--- src/rtl/lwu_defs.vh ---
// constants for the low leakage wake unit
`ifndef LWU_DEFS_VH
`define LWU_DEFS_VH

// power mode codes reported by the power management controller
`define LWU_MODE_W          3
`define LWU_MODE_RUN        3'h0
`define LWU_MODE_WAIT       3'h1
`define LWU_MODE_STOP       3'h2
`define LWU_MODE_RSTOP      3'h3
`define LWU_MODE_VLLSTOP    3'h4

// wake input counts
`define LWU_PIN_NUM         32
`define LWU_MOD_NUM         8

// pin wake input positions
`define LWU_PIN_PORT_LO     0
`define LWU_PIN_PORT_HI     15
`define LWU_PIN_USB_SUPPLY  26
`define LWU_PIN_USB_DP      27
`define LWU_PIN_USB_DM      28

// inputs with a source behind them; reserved ones never wake
`define LWU_PIN_VALID_MASK  32'h1c00ffff
`define LWU_USB_DATA_MASK   32'h18000000

// module wake input positions
`define LWU_MOD_LOW_POWER_TIMER       0
`define LWU_MOD_COMPARATOR_ZERO        1
`define LWU_MOD_RTC_ALARM   5
`define LWU_MOD_VALID_MASK  8'h23

// reset values
`define LWU_PIN_FLAG_RST    32'h00000000
`define LWU_MOD_FLAG_RST    8'h00

// synchroniser depth for pin inputs
`define LWU_SYNC_STAGES     2

`endif

--- src/rtl/lwu_sync.v ---
// two flip-flop synchroniser for the pin wake inputs
`timescale 1ns/1ps
module lwu_sync #(
  parameter WIDTH = 32
) (
  input  wire             clk_i,
  input  wire             nrst_i,
  input  wire [WIDTH-1:0] async_i,
  output wire [WIDTH-1:0] sync_o
);

  reg [WIDTH-1:0] meta_r;
  reg [WIDTH-1:0] sync_r;

  // first stage feeds only the second stage
  always @(posedge clk_i or negedge nrst_i) begin
    if (!nrst_i) begin
      meta_r <= {WIDTH{1'b0}};
      sync_r <= {WIDTH{1'b0}};
    end else begin
      meta_r <= async_i;
      sync_r <= meta_r;
    end
  end

  assign sync_o = sync_r;

endmodule

--- src/rtl/lwu_top.v ---
// low leakage wake unit: arming, wake detection and wake request
`timescale 1ns/1ps
`include "lwu_defs.vh"

module lwu_top #(
  parameter PIN_NUM = `LWU_PIN_NUM,
  parameter MOD_NUM = `LWU_MOD_NUM
) (
  input  wire                   clk_i,
  input  wire                   nrst_i,
  input  wire [`LWU_MODE_W-1:0] power_mode_i,
  input  wire                   exit_start_i,
  input  wire [PIN_NUM-1:0]     pin_wake_input_i,
  input  wire [PIN_NUM-1:0]     pin_wake_enable_i,
  input  wire [MOD_NUM-1:0]     module_wake_input_i,
  input  wire [MOD_NUM-1:0]     module_wake_enable_i,
  input  wire                   usb_host_mode_i,
  input  wire                   wake_ack_i,
  output reg                    wake_req_o,
  output reg                    detecting_o,
  output reg                    core_irq_enable_o,
  output reg                    wake_irq_o,
  output reg  [PIN_NUM-1:0]     pin_wake_flag_o,
  output reg  [MOD_NUM-1:0]     module_wake_flag_o
);

  // one-hot states
  localparam [4:0] ST_IDLE    = 5'h01;
  localparam [4:0] ST_ARM_RS  = 5'h02;
  localparam [4:0] ST_ARM_VL  = 5'h04;
  localparam [4:0] ST_REQ     = 5'h08;
  localparam [4:0] ST_RECOVER = 5'h10;

  reg  [4:0]         state_r;
  reg  [4:0]         state_nxt;
  reg                vl_mode_r;
  reg                vl_mode_nxt;
  wire [PIN_NUM-1:0] pin_sync;
  wire [PIN_NUM-1:0] pin_qual;
  wire [MOD_NUM-1:0] mod_qual;
  wire               any_event;
  wire               detect;
  reg  [PIN_NUM-1:0] pin_flag_nxt;
  reg                req_nxt;
  reg                irq_nxt;
  reg                det_nxt;
  reg                core_irq_nxt;
  reg  [MOD_NUM-1:0] mod_flag_nxt;
  // entry detection: previous mode class and its rising edge
  reg                low_leak_r;
  wire               low_leak_now;
  wire               entry;

  // pins come from outside this clock domain
  lwu_sync #(
    .WIDTH (PIN_NUM)
  ) u_pin_sync (
    .clk_i   (clk_i),
    .nrst_i  (nrst_i),
    .async_i (pin_wake_input_i),
    .sync_o  (pin_sync)
  );

  // low leakage mode test, shared by arming and irq gating
  function is_low_leak;
    input [`LWU_MODE_W-1:0] mode;
    begin
      is_low_leak = (mode == `LWU_MODE_RSTOP) || (mode == `LWU_MODE_VLLSTOP);
    end
  endfunction

  // reserved pins are masked off; usb data lines need host mode
  assign pin_qual = pin_sync & pin_wake_enable_i & `LWU_PIN_VALID_MASK
                  & ~(usb_host_mode_i ? {PIN_NUM{1'b0}} : `LWU_USB_DATA_MASK);

  // module flags only count with their enable bit set
  assign mod_qual = module_wake_input_i & module_wake_enable_i
                  & `LWU_MOD_VALID_MASK;

  assign any_event = (|pin_qual) | (|mod_qual);

  // a mode left at a stop code after the exit must not re-arm, so arm on the edge only
  assign low_leak_now = is_low_leak(power_mode_i);
  assign entry        = low_leak_now && !low_leak_r;

  // detection live only while armed, requesting or awaiting acknowledge
  assign detect = (state_r == ST_ARM_RS) || (state_r == ST_ARM_VL) ||
                  (state_r == ST_REQ) || (state_r == ST_RECOVER);

  always @* begin
    state_nxt   = state_r;
    vl_mode_nxt = vl_mode_r;
    case (state_r)
      ST_IDLE: begin
        // arm only on entry to a low leakage stop
        // a stop code that is already standing is not an entry
        if (entry && (power_mode_i == `LWU_MODE_RSTOP)) begin
          state_nxt   = ST_ARM_RS;
          vl_mode_nxt = 1'b0;
        end else if (entry && (power_mode_i == `LWU_MODE_VLLSTOP)) begin
          state_nxt   = ST_ARM_VL;
          vl_mode_nxt = 1'b1;
        end
      end
      ST_ARM_RS, ST_ARM_VL: begin
        // an event wins over a mode change in the same cycle
        if (any_event) begin
          state_nxt = ST_REQ;
        end else if (!is_low_leak(power_mode_i)) begin
          // stop left by another path before any wake
          state_nxt = ST_IDLE;
        end
      end
      ST_REQ: begin
        // retained stop disarms at once; very low leakage waits for acknowledge
        if (exit_start_i) begin
          if (vl_mode_r) begin
            state_nxt = ST_RECOVER;
          end else begin
            state_nxt = ST_IDLE;
          end
        end
      end
      ST_RECOVER: begin
        // the same acknowledge clears the pin flags
        if (wake_ack_i) begin
          state_nxt = ST_IDLE;
        end
      end
      default: begin
        state_nxt   = ST_IDLE;
        vl_mode_nxt = 1'b0;
      end
    endcase
  end

  always @* begin
    // set wins over acknowledge clear
    pin_flag_nxt = pin_wake_flag_o;
    if (wake_ack_i) begin
      pin_flag_nxt = `LWU_PIN_FLAG_RST;
    end
    if (detect) begin
      pin_flag_nxt = pin_flag_nxt | pin_qual;
    end
    // request holds until the controller starts the exit
    req_nxt = (state_nxt == ST_REQ);
    // wake interrupt left to software after leaving stop; raised from the pin flags only
    irq_nxt = (|pin_flag_nxt) && !is_low_leak(power_mode_i);
    // detecting follows the next state, so after a retained stop it drops on the exit edge itself
    det_nxt = (state_nxt != ST_IDLE);
    // core controller gated off in low leakage stop so only this unit wakes
    core_irq_nxt = !low_leak_now;
    // not sticky here: the peripheral clears its own flag
    mod_flag_nxt = detect ? mod_qual : `LWU_MOD_FLAG_RST;
  end

  // previous mode class; a reset taken inside a stop re-arms on release
  always @(posedge clk_i or negedge nrst_i) begin
    if (!nrst_i) begin
      low_leak_r <= 1'b0;
    end else begin
      low_leak_r <= low_leak_now;
    end
  end

  // state and the stop family it was armed in
  always @(posedge clk_i or negedge nrst_i) begin
    if (!nrst_i) begin
      state_r   <= ST_IDLE;
      vl_mode_r <= 1'b0;
    end else begin
      state_r   <= state_nxt;
      vl_mode_r <= vl_mode_nxt;
    end
  end

  // request and detecting status towards the power controller
  always @(posedge clk_i or negedge nrst_i) begin
    if (!nrst_i) begin
      wake_req_o  <= 1'b0;
      detecting_o <= 1'b0;
    end else begin
      wake_req_o  <= req_nxt;
      detecting_o <= det_nxt;
    end
  end

  // interrupt side: core controller enable and the wake interrupt
  always @(posedge clk_i or negedge nrst_i) begin
    if (!nrst_i) begin
      core_irq_enable_o <= 1'b1;
      wake_irq_o        <= 1'b0;
    end else begin
      core_irq_enable_o <= core_irq_nxt;
      wake_irq_o        <= irq_nxt;
    end
  end

  // wake flags; pin flags are sticky, module flags follow their source
  always @(posedge clk_i or negedge nrst_i) begin
    if (!nrst_i) begin
      pin_wake_flag_o    <= `LWU_PIN_FLAG_RST;
      module_wake_flag_o <= `LWU_MOD_FLAG_RST;
    end else begin
      pin_wake_flag_o    <= pin_flag_nxt;
      module_wake_flag_o <= mod_flag_nxt;
    end
  end

endmodule

--- config.mk ---
export PLATFORM = sky130hd
export DESIGN_NAME = lwu_top
export DESIGN_NICKNAME = d
export VERILOG_FILES = /design/src/rtl/lwu_sync.v /design/src/rtl/lwu_top.v
export VERILOG_INCLUDE_DIRS = /design/src /design/src/rtl
export SDC_FILE = /design/constraint.sdc
export NUM_CORES = 1
export LEC_CHECK = 0
export BUFFER_PORTS_ARGS = -buffer_cell sky130_fd_sc_hd__clkbuf_2
export CAP_MARGIN = 20
export CORE_MARGIN = 10
export CORE_UTILIZATION = 47
export CTS_CLUSTER_DIAMETER = 60
export DETAILED_ROUTE_END_ITERATION = 8
export PLACE_DENSITY = 0.77
export SETUP_SLACK_MARGIN = 0.05
export SLEW_MARGIN = 5
export SYNTH_ARGS = -nofsm -noshare
export SYNTH_HDL_FRONTEND = slang
export SYNTH_SLANG_ARGS = --single-unit
--- constraint.sdc ---
create_clock -name clk_i -period 1.68 [get_ports clk_i]
set_input_delay 0.168 -clock clk_i [delete_from_list [all_inputs] [get_ports clk_i]]
set_output_delay 0.168 -clock clk_i [all_outputs]
set_load 0.02 [all_outputs]
Word-level counts from Yosys, hierarchy flattened
Index checks and enable logic that the tools add are counted.
- register bits after elaboration: 109
- input bits: 88
- output and inout bits: 44
- word-level logic and storage cells: 59
- equality and inequality tests: 10
- muxes and demuxes: 15
- bitwise operators: 7
- reductions and logical operators: 16
- operators with widths (cell ; count):
    $mux W32 ; 2
    $reduce_or A32 Y1 ; 2
    $mux W5 ; 7
    $and A29 B32 Y32 ; 1
    $not A29 Y32 ; 1
    $or A32 B32 Y32 ; 1
    $and A29 B29 Y29 ; 1
    $mux W29 ; 1
    $pmux W5 S4 ; 1
    $eq A5 B4 Y1 const B ; 2
    $and A6 B6 Y6 ; 1
    $mux W6 ; 1
    $eq A5 B1 Y1 const B ; 1
    $eq A5 B2 Y1 const B ; 1
    $eq A5 B3 Y1 const B ; 1
    $eq A5 B5 Y1 const B ; 1
    $ne A5 B1 Y1 const B ; 1
    $logic_and A1 B1 Y1 ; 4
    $logic_or A1 B1 Y1 ; 4
    $reduce_or A4 Y1 ; 1
    $eq A3 B2 Y1 const B ; 1
    $eq A3 B3 Y1 const B ; 1
    $ne A3 B3 Y1 const B ; 1
    $reduce_or A3 Y1 ; 1
    7 further kinds ; 9

Depth between registers and ports, before layout
- depth in word-level cells: 8
- gate-level depth with buffers: 6
- gate-level depth less buffers: 6

Cells and area by module
From an unflattened synthesis, not the netlist that was laid out.
- cells, all modules: 271
- area total of the unflattened synthesis: 3802.4 sq um
- modules (own cells, without submodules) (module ; instances ; cells each ; area an instance (sq um) ; seq. area each (sq um)):
    lwu_top ; 1 ; 207 ; 2200.9 ; 1153.6
    lwu_sync ; 1 ; 64 ; 1601.5 ; 1601.5

Least setup slack after synthesis
OpenSTA, ideal clock, no wires.
- path type: register -> register
- from: register u_pin_sync.sync_r[27] (netlist: u_pin_sync.sync_o[27])
- to: register state_r[3]
- setup time: 0.122 ns
- arrival time: 1.344 ns
- data required time: 1.558 ns
- path slack: 0.214 ns
- stages on the path, launching flop included: 6
- path buffers: 0
- period minus slack after synthesis: 1.466 ns
- cells stage by stage: dfrtp_1 a22oi_1 o2111ai_1 nor4_4 nand2_1 a32o_1
- longest elaborated chain between the ends: 6
- RTL lines (item ; RTL line ; text):
    start: declaration ; lwu_sync.v:13 ; reg [WIDTH-1:0] sync_r;
    start signal: assignment ; lwu_sync.v:19 ; sync_r <= {WIDTH{1'b0}};
    start signal: assignment ; lwu_sync.v:22 ; sync_r <= meta_r;
    $and A29 B29 Y29 ; lwu_top.v:73 ; assign pin_qual = pin_sync & pin_wake_enable_i & `LWU_PIN_VALID_MASK
    $and A29 B32 Y32 ; lwu_top.v:73 ;
    $reduce_or A32 Y1 ; lwu_top.v:80 ; assign any_event = (|pin_qual) | (|mod_qual);
    $or A1 B1 Y1 ; lwu_top.v:80 ;
    $mux W5 ; lwu_top.v:107 ; if (any_event) begin
    $pmux W5 S4 ; lwu_top.v:93 ; case (state_r)
    net state_nxt[3] ; lwu_top.v:35 ; reg [4:0] state_nxt;
    end signal: assignment ; lwu_top.v:173 ; state_r <= state_nxt;
    end: declaration ; lwu_top.v:34 ; reg [4:0] state_r;
The timed path passes the listed nets, and every way through them passes these cells.
A chain may end at the register's enable or synchronous reset.

Worst setup path after layout
- from: register u_pin_sync.sync_r[0] (netlist: u_pin_sync.sync_o[0])
- to: register wake_req_o
- longest elaborated chain between the ends: 7
- RTL lines (item ; RTL line ; text):
    $and A29 B29 Y29 ; lwu_top.v:73 ;
    $and A29 B32 Y32 ; lwu_top.v:73 ;
    $reduce_or A32 Y1 ; lwu_top.v:80 ;
    $or A1 B1 Y1 ; lwu_top.v:80 ;
    $mux W5 ; lwu_top.v:107 ;
    $pmux W5 S4 ; lwu_top.v:93 ;
    $eq A5 B4 Y1 ; lwu_top.v:147 ; req_nxt = (state_nxt == ST_REQ);
    net req_nxt ; lwu_top.v:44 ; reg req_nxt;
    end signal: assignment ; lwu_top.v:184 ; wake_req_o <= req_nxt;
    end: declaration ; lwu_top.v:19 ; output reg wake_req_o,
The timed path passes the listed nets, and every way through them passes these cells.

==> impl_results.md <==
* Effective utilization at floorplan at 48.63%
* Max-slew violation count at 0
* Static leakage power at 1.989 nW
* Share of post-route cells with drive strength above 1 at 37.17%
* Drt first-iter violations at 77
* Post-DP HPWL at 5473 um
* RSZ-0062 raised after global routing: true
* Number of CTS-inserted buffers at 9
* DIE WIDTH at 101.1 um
* Worst min-delay path class: in -> reg
* Cell area after synthesis at 0.003088 mm^2
* Clock tree root driver cell: sky130_fd_sc_hd__clkbuf_8
* Critical-path maximum fanout at 4
* Count of nets left with antenna violations after detail routing at 0
* Most Crowded Layer GR: met2
* Placer Congestion at 0.8533
* Final Hold Viols at 0
* Max transition margin at 65.91%
* Largest net degree at the start of global routing at 42
* Port buffer count at 90
* Maximum buffer depth of the clock tree at 2
* Pre-Repair DR Iteration Count at 4
* Total of flip-flops plus latches after synthesis at 84
* Average wire length per cell after detail routing at 16.47 um
* Grt met2 use at 25.44%
* Worst slack at placement at -0.05401 ns
* Total congestion overflow at 0
* Met1 layer usage reported by global route at 17.18%
* Area of the multi-input gates at 843.3 um^2
* Post-synth top area cell: sky130_fd_sc_hd__dfrtp_1
* Vertical die dimension at 101.1 um
* Wire length after detailed routing at 7428 um
* DR DRC count at 0
* Average footprint of a synthesized cell at 12.45 um^2
* Insertion delay of the later-clocked pin in the worst-skew pair at 0.34 ns
* Grt met3 use at 7.133%
* Dominant synthesized flop cell: sky130_fd_sc_hd__dfrtp_1
* Worst Clk Skew at 0.01255 ns
* Routed vias/inst at 4.945
* Fraction of registers with async set/reset at 100.0%
* Reg clk slew, reported paths at 0.09 ns
* Required time worst endpoint at 1.90 ns
* Synth warnings at 0
* Antenna Diode Count at 0
* Leading cell types by total area after synthesis: sky130_fd_sc_hd__dfrtp_1, sky130_fd_sc_hd__o22ai_1, sky130_fd_sc_hd__nand2_1
* Register cell area after layout at 0.002106 mm^2
* CP Class: reg -> reg
* Critical path capture point type: register
* Number of rows created at floorplan at 29
* Arrival time worst endpoint at 1.79 ns
* Post-route clock period utilization at 93.29%
* Most common cell after layout, fill and taps aside: sky130_fd_sc_hd__clkbuf_2
* Htree depth at 3
* Worst Tran Pin Value at 0.5071 ns
* Worst-case setup margin in the final layout at 0.1127 ns
* Post-synthesis to final-layout area growth at 32.41%
* Gate Count Post-Synth at 248
* Critical path startpoint category: register
* Area of the core region at 0.006350 mm^2
* Total of endpoints with negative setup slack in the final report at 0
* Global-route wire length before repair at 12370 um
* Setup Total Neg Slack at 0 ns
* Number of enable-type register cells in the synthesized netlist at 0
* Number of antenna violations at the first check in global routing at 0
* Share of synthesized area occupied by flip-flops and latches at 68.15%
* Total number of vias at 2230
* Area of the die at 0.01021 mm^2
* Min Tclk post-route at 1.567 ns
* Clock net sink count at 84
* Vias in the first global route at 2504
* Achievable clock frequency at 638.1 MHz
* Peak supply drop at 845.2 uV
* Clock tree from TritonCTS: done
* Result of the run: completed
* Max_cap viols at 0
* Fill cell instance count of the final layout at 486
* Highest-count cells in the layout ignoring fill and taps: sky130_fd_sc_hd__clkbuf_2, sky130_fd_sc_hd__dfrtp_1, sky130_fd_sc_hd__nand2_1, sky130_fd_sc_hd__o22ai_1
* Cell Pwr Density at 1001 mW/mm^2
* Number of top-level pins at 132
* Unique cell type count in the Yosys netlist at 47
* Final nets at 457
* Total global-route track usage at 15.25%
* Fraction of post-synthesis cell area in the top cell type by area at 66.45%
==> Yosys cell counts, drive strengths merged (3+ instances only) <==
cell type   n
a22oi       3
buf        12
clkbuf      3
dfrtp      82
inv        22
nand2      27
nand2b      4
nand4       6
nor2       10
nor2b      14
nor3        3
nor4       11
o22ai      23
==> power by group <==
part           internal (mW)  switching (mW)  leakage, nW
clock                  0.739           0.739        0.103
combinational          0.194           0.251        0.814
sequential              2.11          0.0579         1.07
total                   3.05            1.05         1.99
==> through the flow <==
step / instance area [um^2] / power (mW) / util (%) / cells / hold WS, ns
after global placement: 3610 / 2.583 / 56.85 / 412 / 0.1160
after CTS: 4039 / 4.113 / 63.61 / 450 / 0.02425
after detailed placement: 3610 / 2.599 / 56.85 / 412 / 0.1206
final: 4089 / 4.093 / 64.39 / 451 / 0.03702
after global routing: 4089 / 4.290 / 64.39 / 451 / 0.01150
after floorplan: 3103 / 2.425 / - / 252 / -0.1276
==> path summary, 6_finish.rpt <==
path / from / to / slack, ns / cells past startpoint
max: u_pin_sync.sync_o[0] / wake_req_o / 0.11 / 5
min: module_wake_enable_i[1] / module_wake_flag_o[1] / 0.04 / 3
max reg2reg: u_pin_sync.sync_o[0] / wake_req_o / 0.11 / 5
min reg2reg: u_pin_sync.meta_r[15] / u_pin_sync.sync_o[15] / 0.36 / 0
max in group asynchronous: nrst_i / core_irq_enable_o / 0.80 / 3
min in group asynchronous: nrst_i / u_pin_sync.meta_r[10] / 0.28 / 2
==> logic make-up (layout without fill, tap and decap cells) <==
group | count (synthesis) | in the layout | share of synthesized area, %
xor gates and xnor gates | 2 | 2 | 0.5674
other | 1 | 5 | 0.1214
DFF | 84 | 84 | 68.15
AOI/OAI and AO/OA | 40 | 40 | 9.319
and+or+nand+nor | 84 | 84 | 15.36
buffers and inverters | 37 | 159 | 6.483
==> flip-flops by register name (all words and copies together), names as in the netlist <==
name / flops
state_r: 5
wake_irq_o: 1
u_pin_sync.sync_o: 19
pin_wake_flag_o: 32
detecting_o: 1
wake_req_o: 1
core_irq_enable_o: 1
low_leak_r: 1
vl_mode_r: 1
u_pin_sync.meta_r: 19
module_wake_flag_o: 3
==> timing repair <==
| item | in CTS | in global routing |
|---|---|---|
| resized for setup | 2 | 9 |
| setup endpoints to repair | 6 | 11 |
| buffers inserted | 2 | 1 |
| endpoints found under the hold margin | 46 | 0 |
| gates cloned | 0 | 0 |
| hold buffers | 20 | 0 |
| pin swaps | 6 | 6 |
==> metal layers <==
metal,vias up,share of wire (%)
met3,4,9.3
met1,1067,38
met2,76,52
met5,-,0
met4,0,0.48
li1,1083,-
==> worst max-delay path, cell delays in order (launching register included) <==
cell	delay, ns
sky130_fd_sc_hd__dfrtp_1	0.39
sky130_fd_sc_hd__a22oi_1	0.18
sky130_fd_sc_hd__nand4_1	0.16
sky130_fd_sc_hd__nor4_4	0.35
sky130_fd_sc_hd__nand2_2	0.14
sky130_fd_sc_hd__a32o_1	0.22
==> area by class of cell <==
cell class,count,area share (%)
Sequential cell,84,51.50
Tap cell,77,2.356
Timing Repair Buffer,121,18.39
Multi-Input combinational cell,131,20.62
Clock inverter,6,1.683
Inverter,22,2.081
Clock buffer,10,3.366
Note: power is estimated with default switching activity, not from simulation.
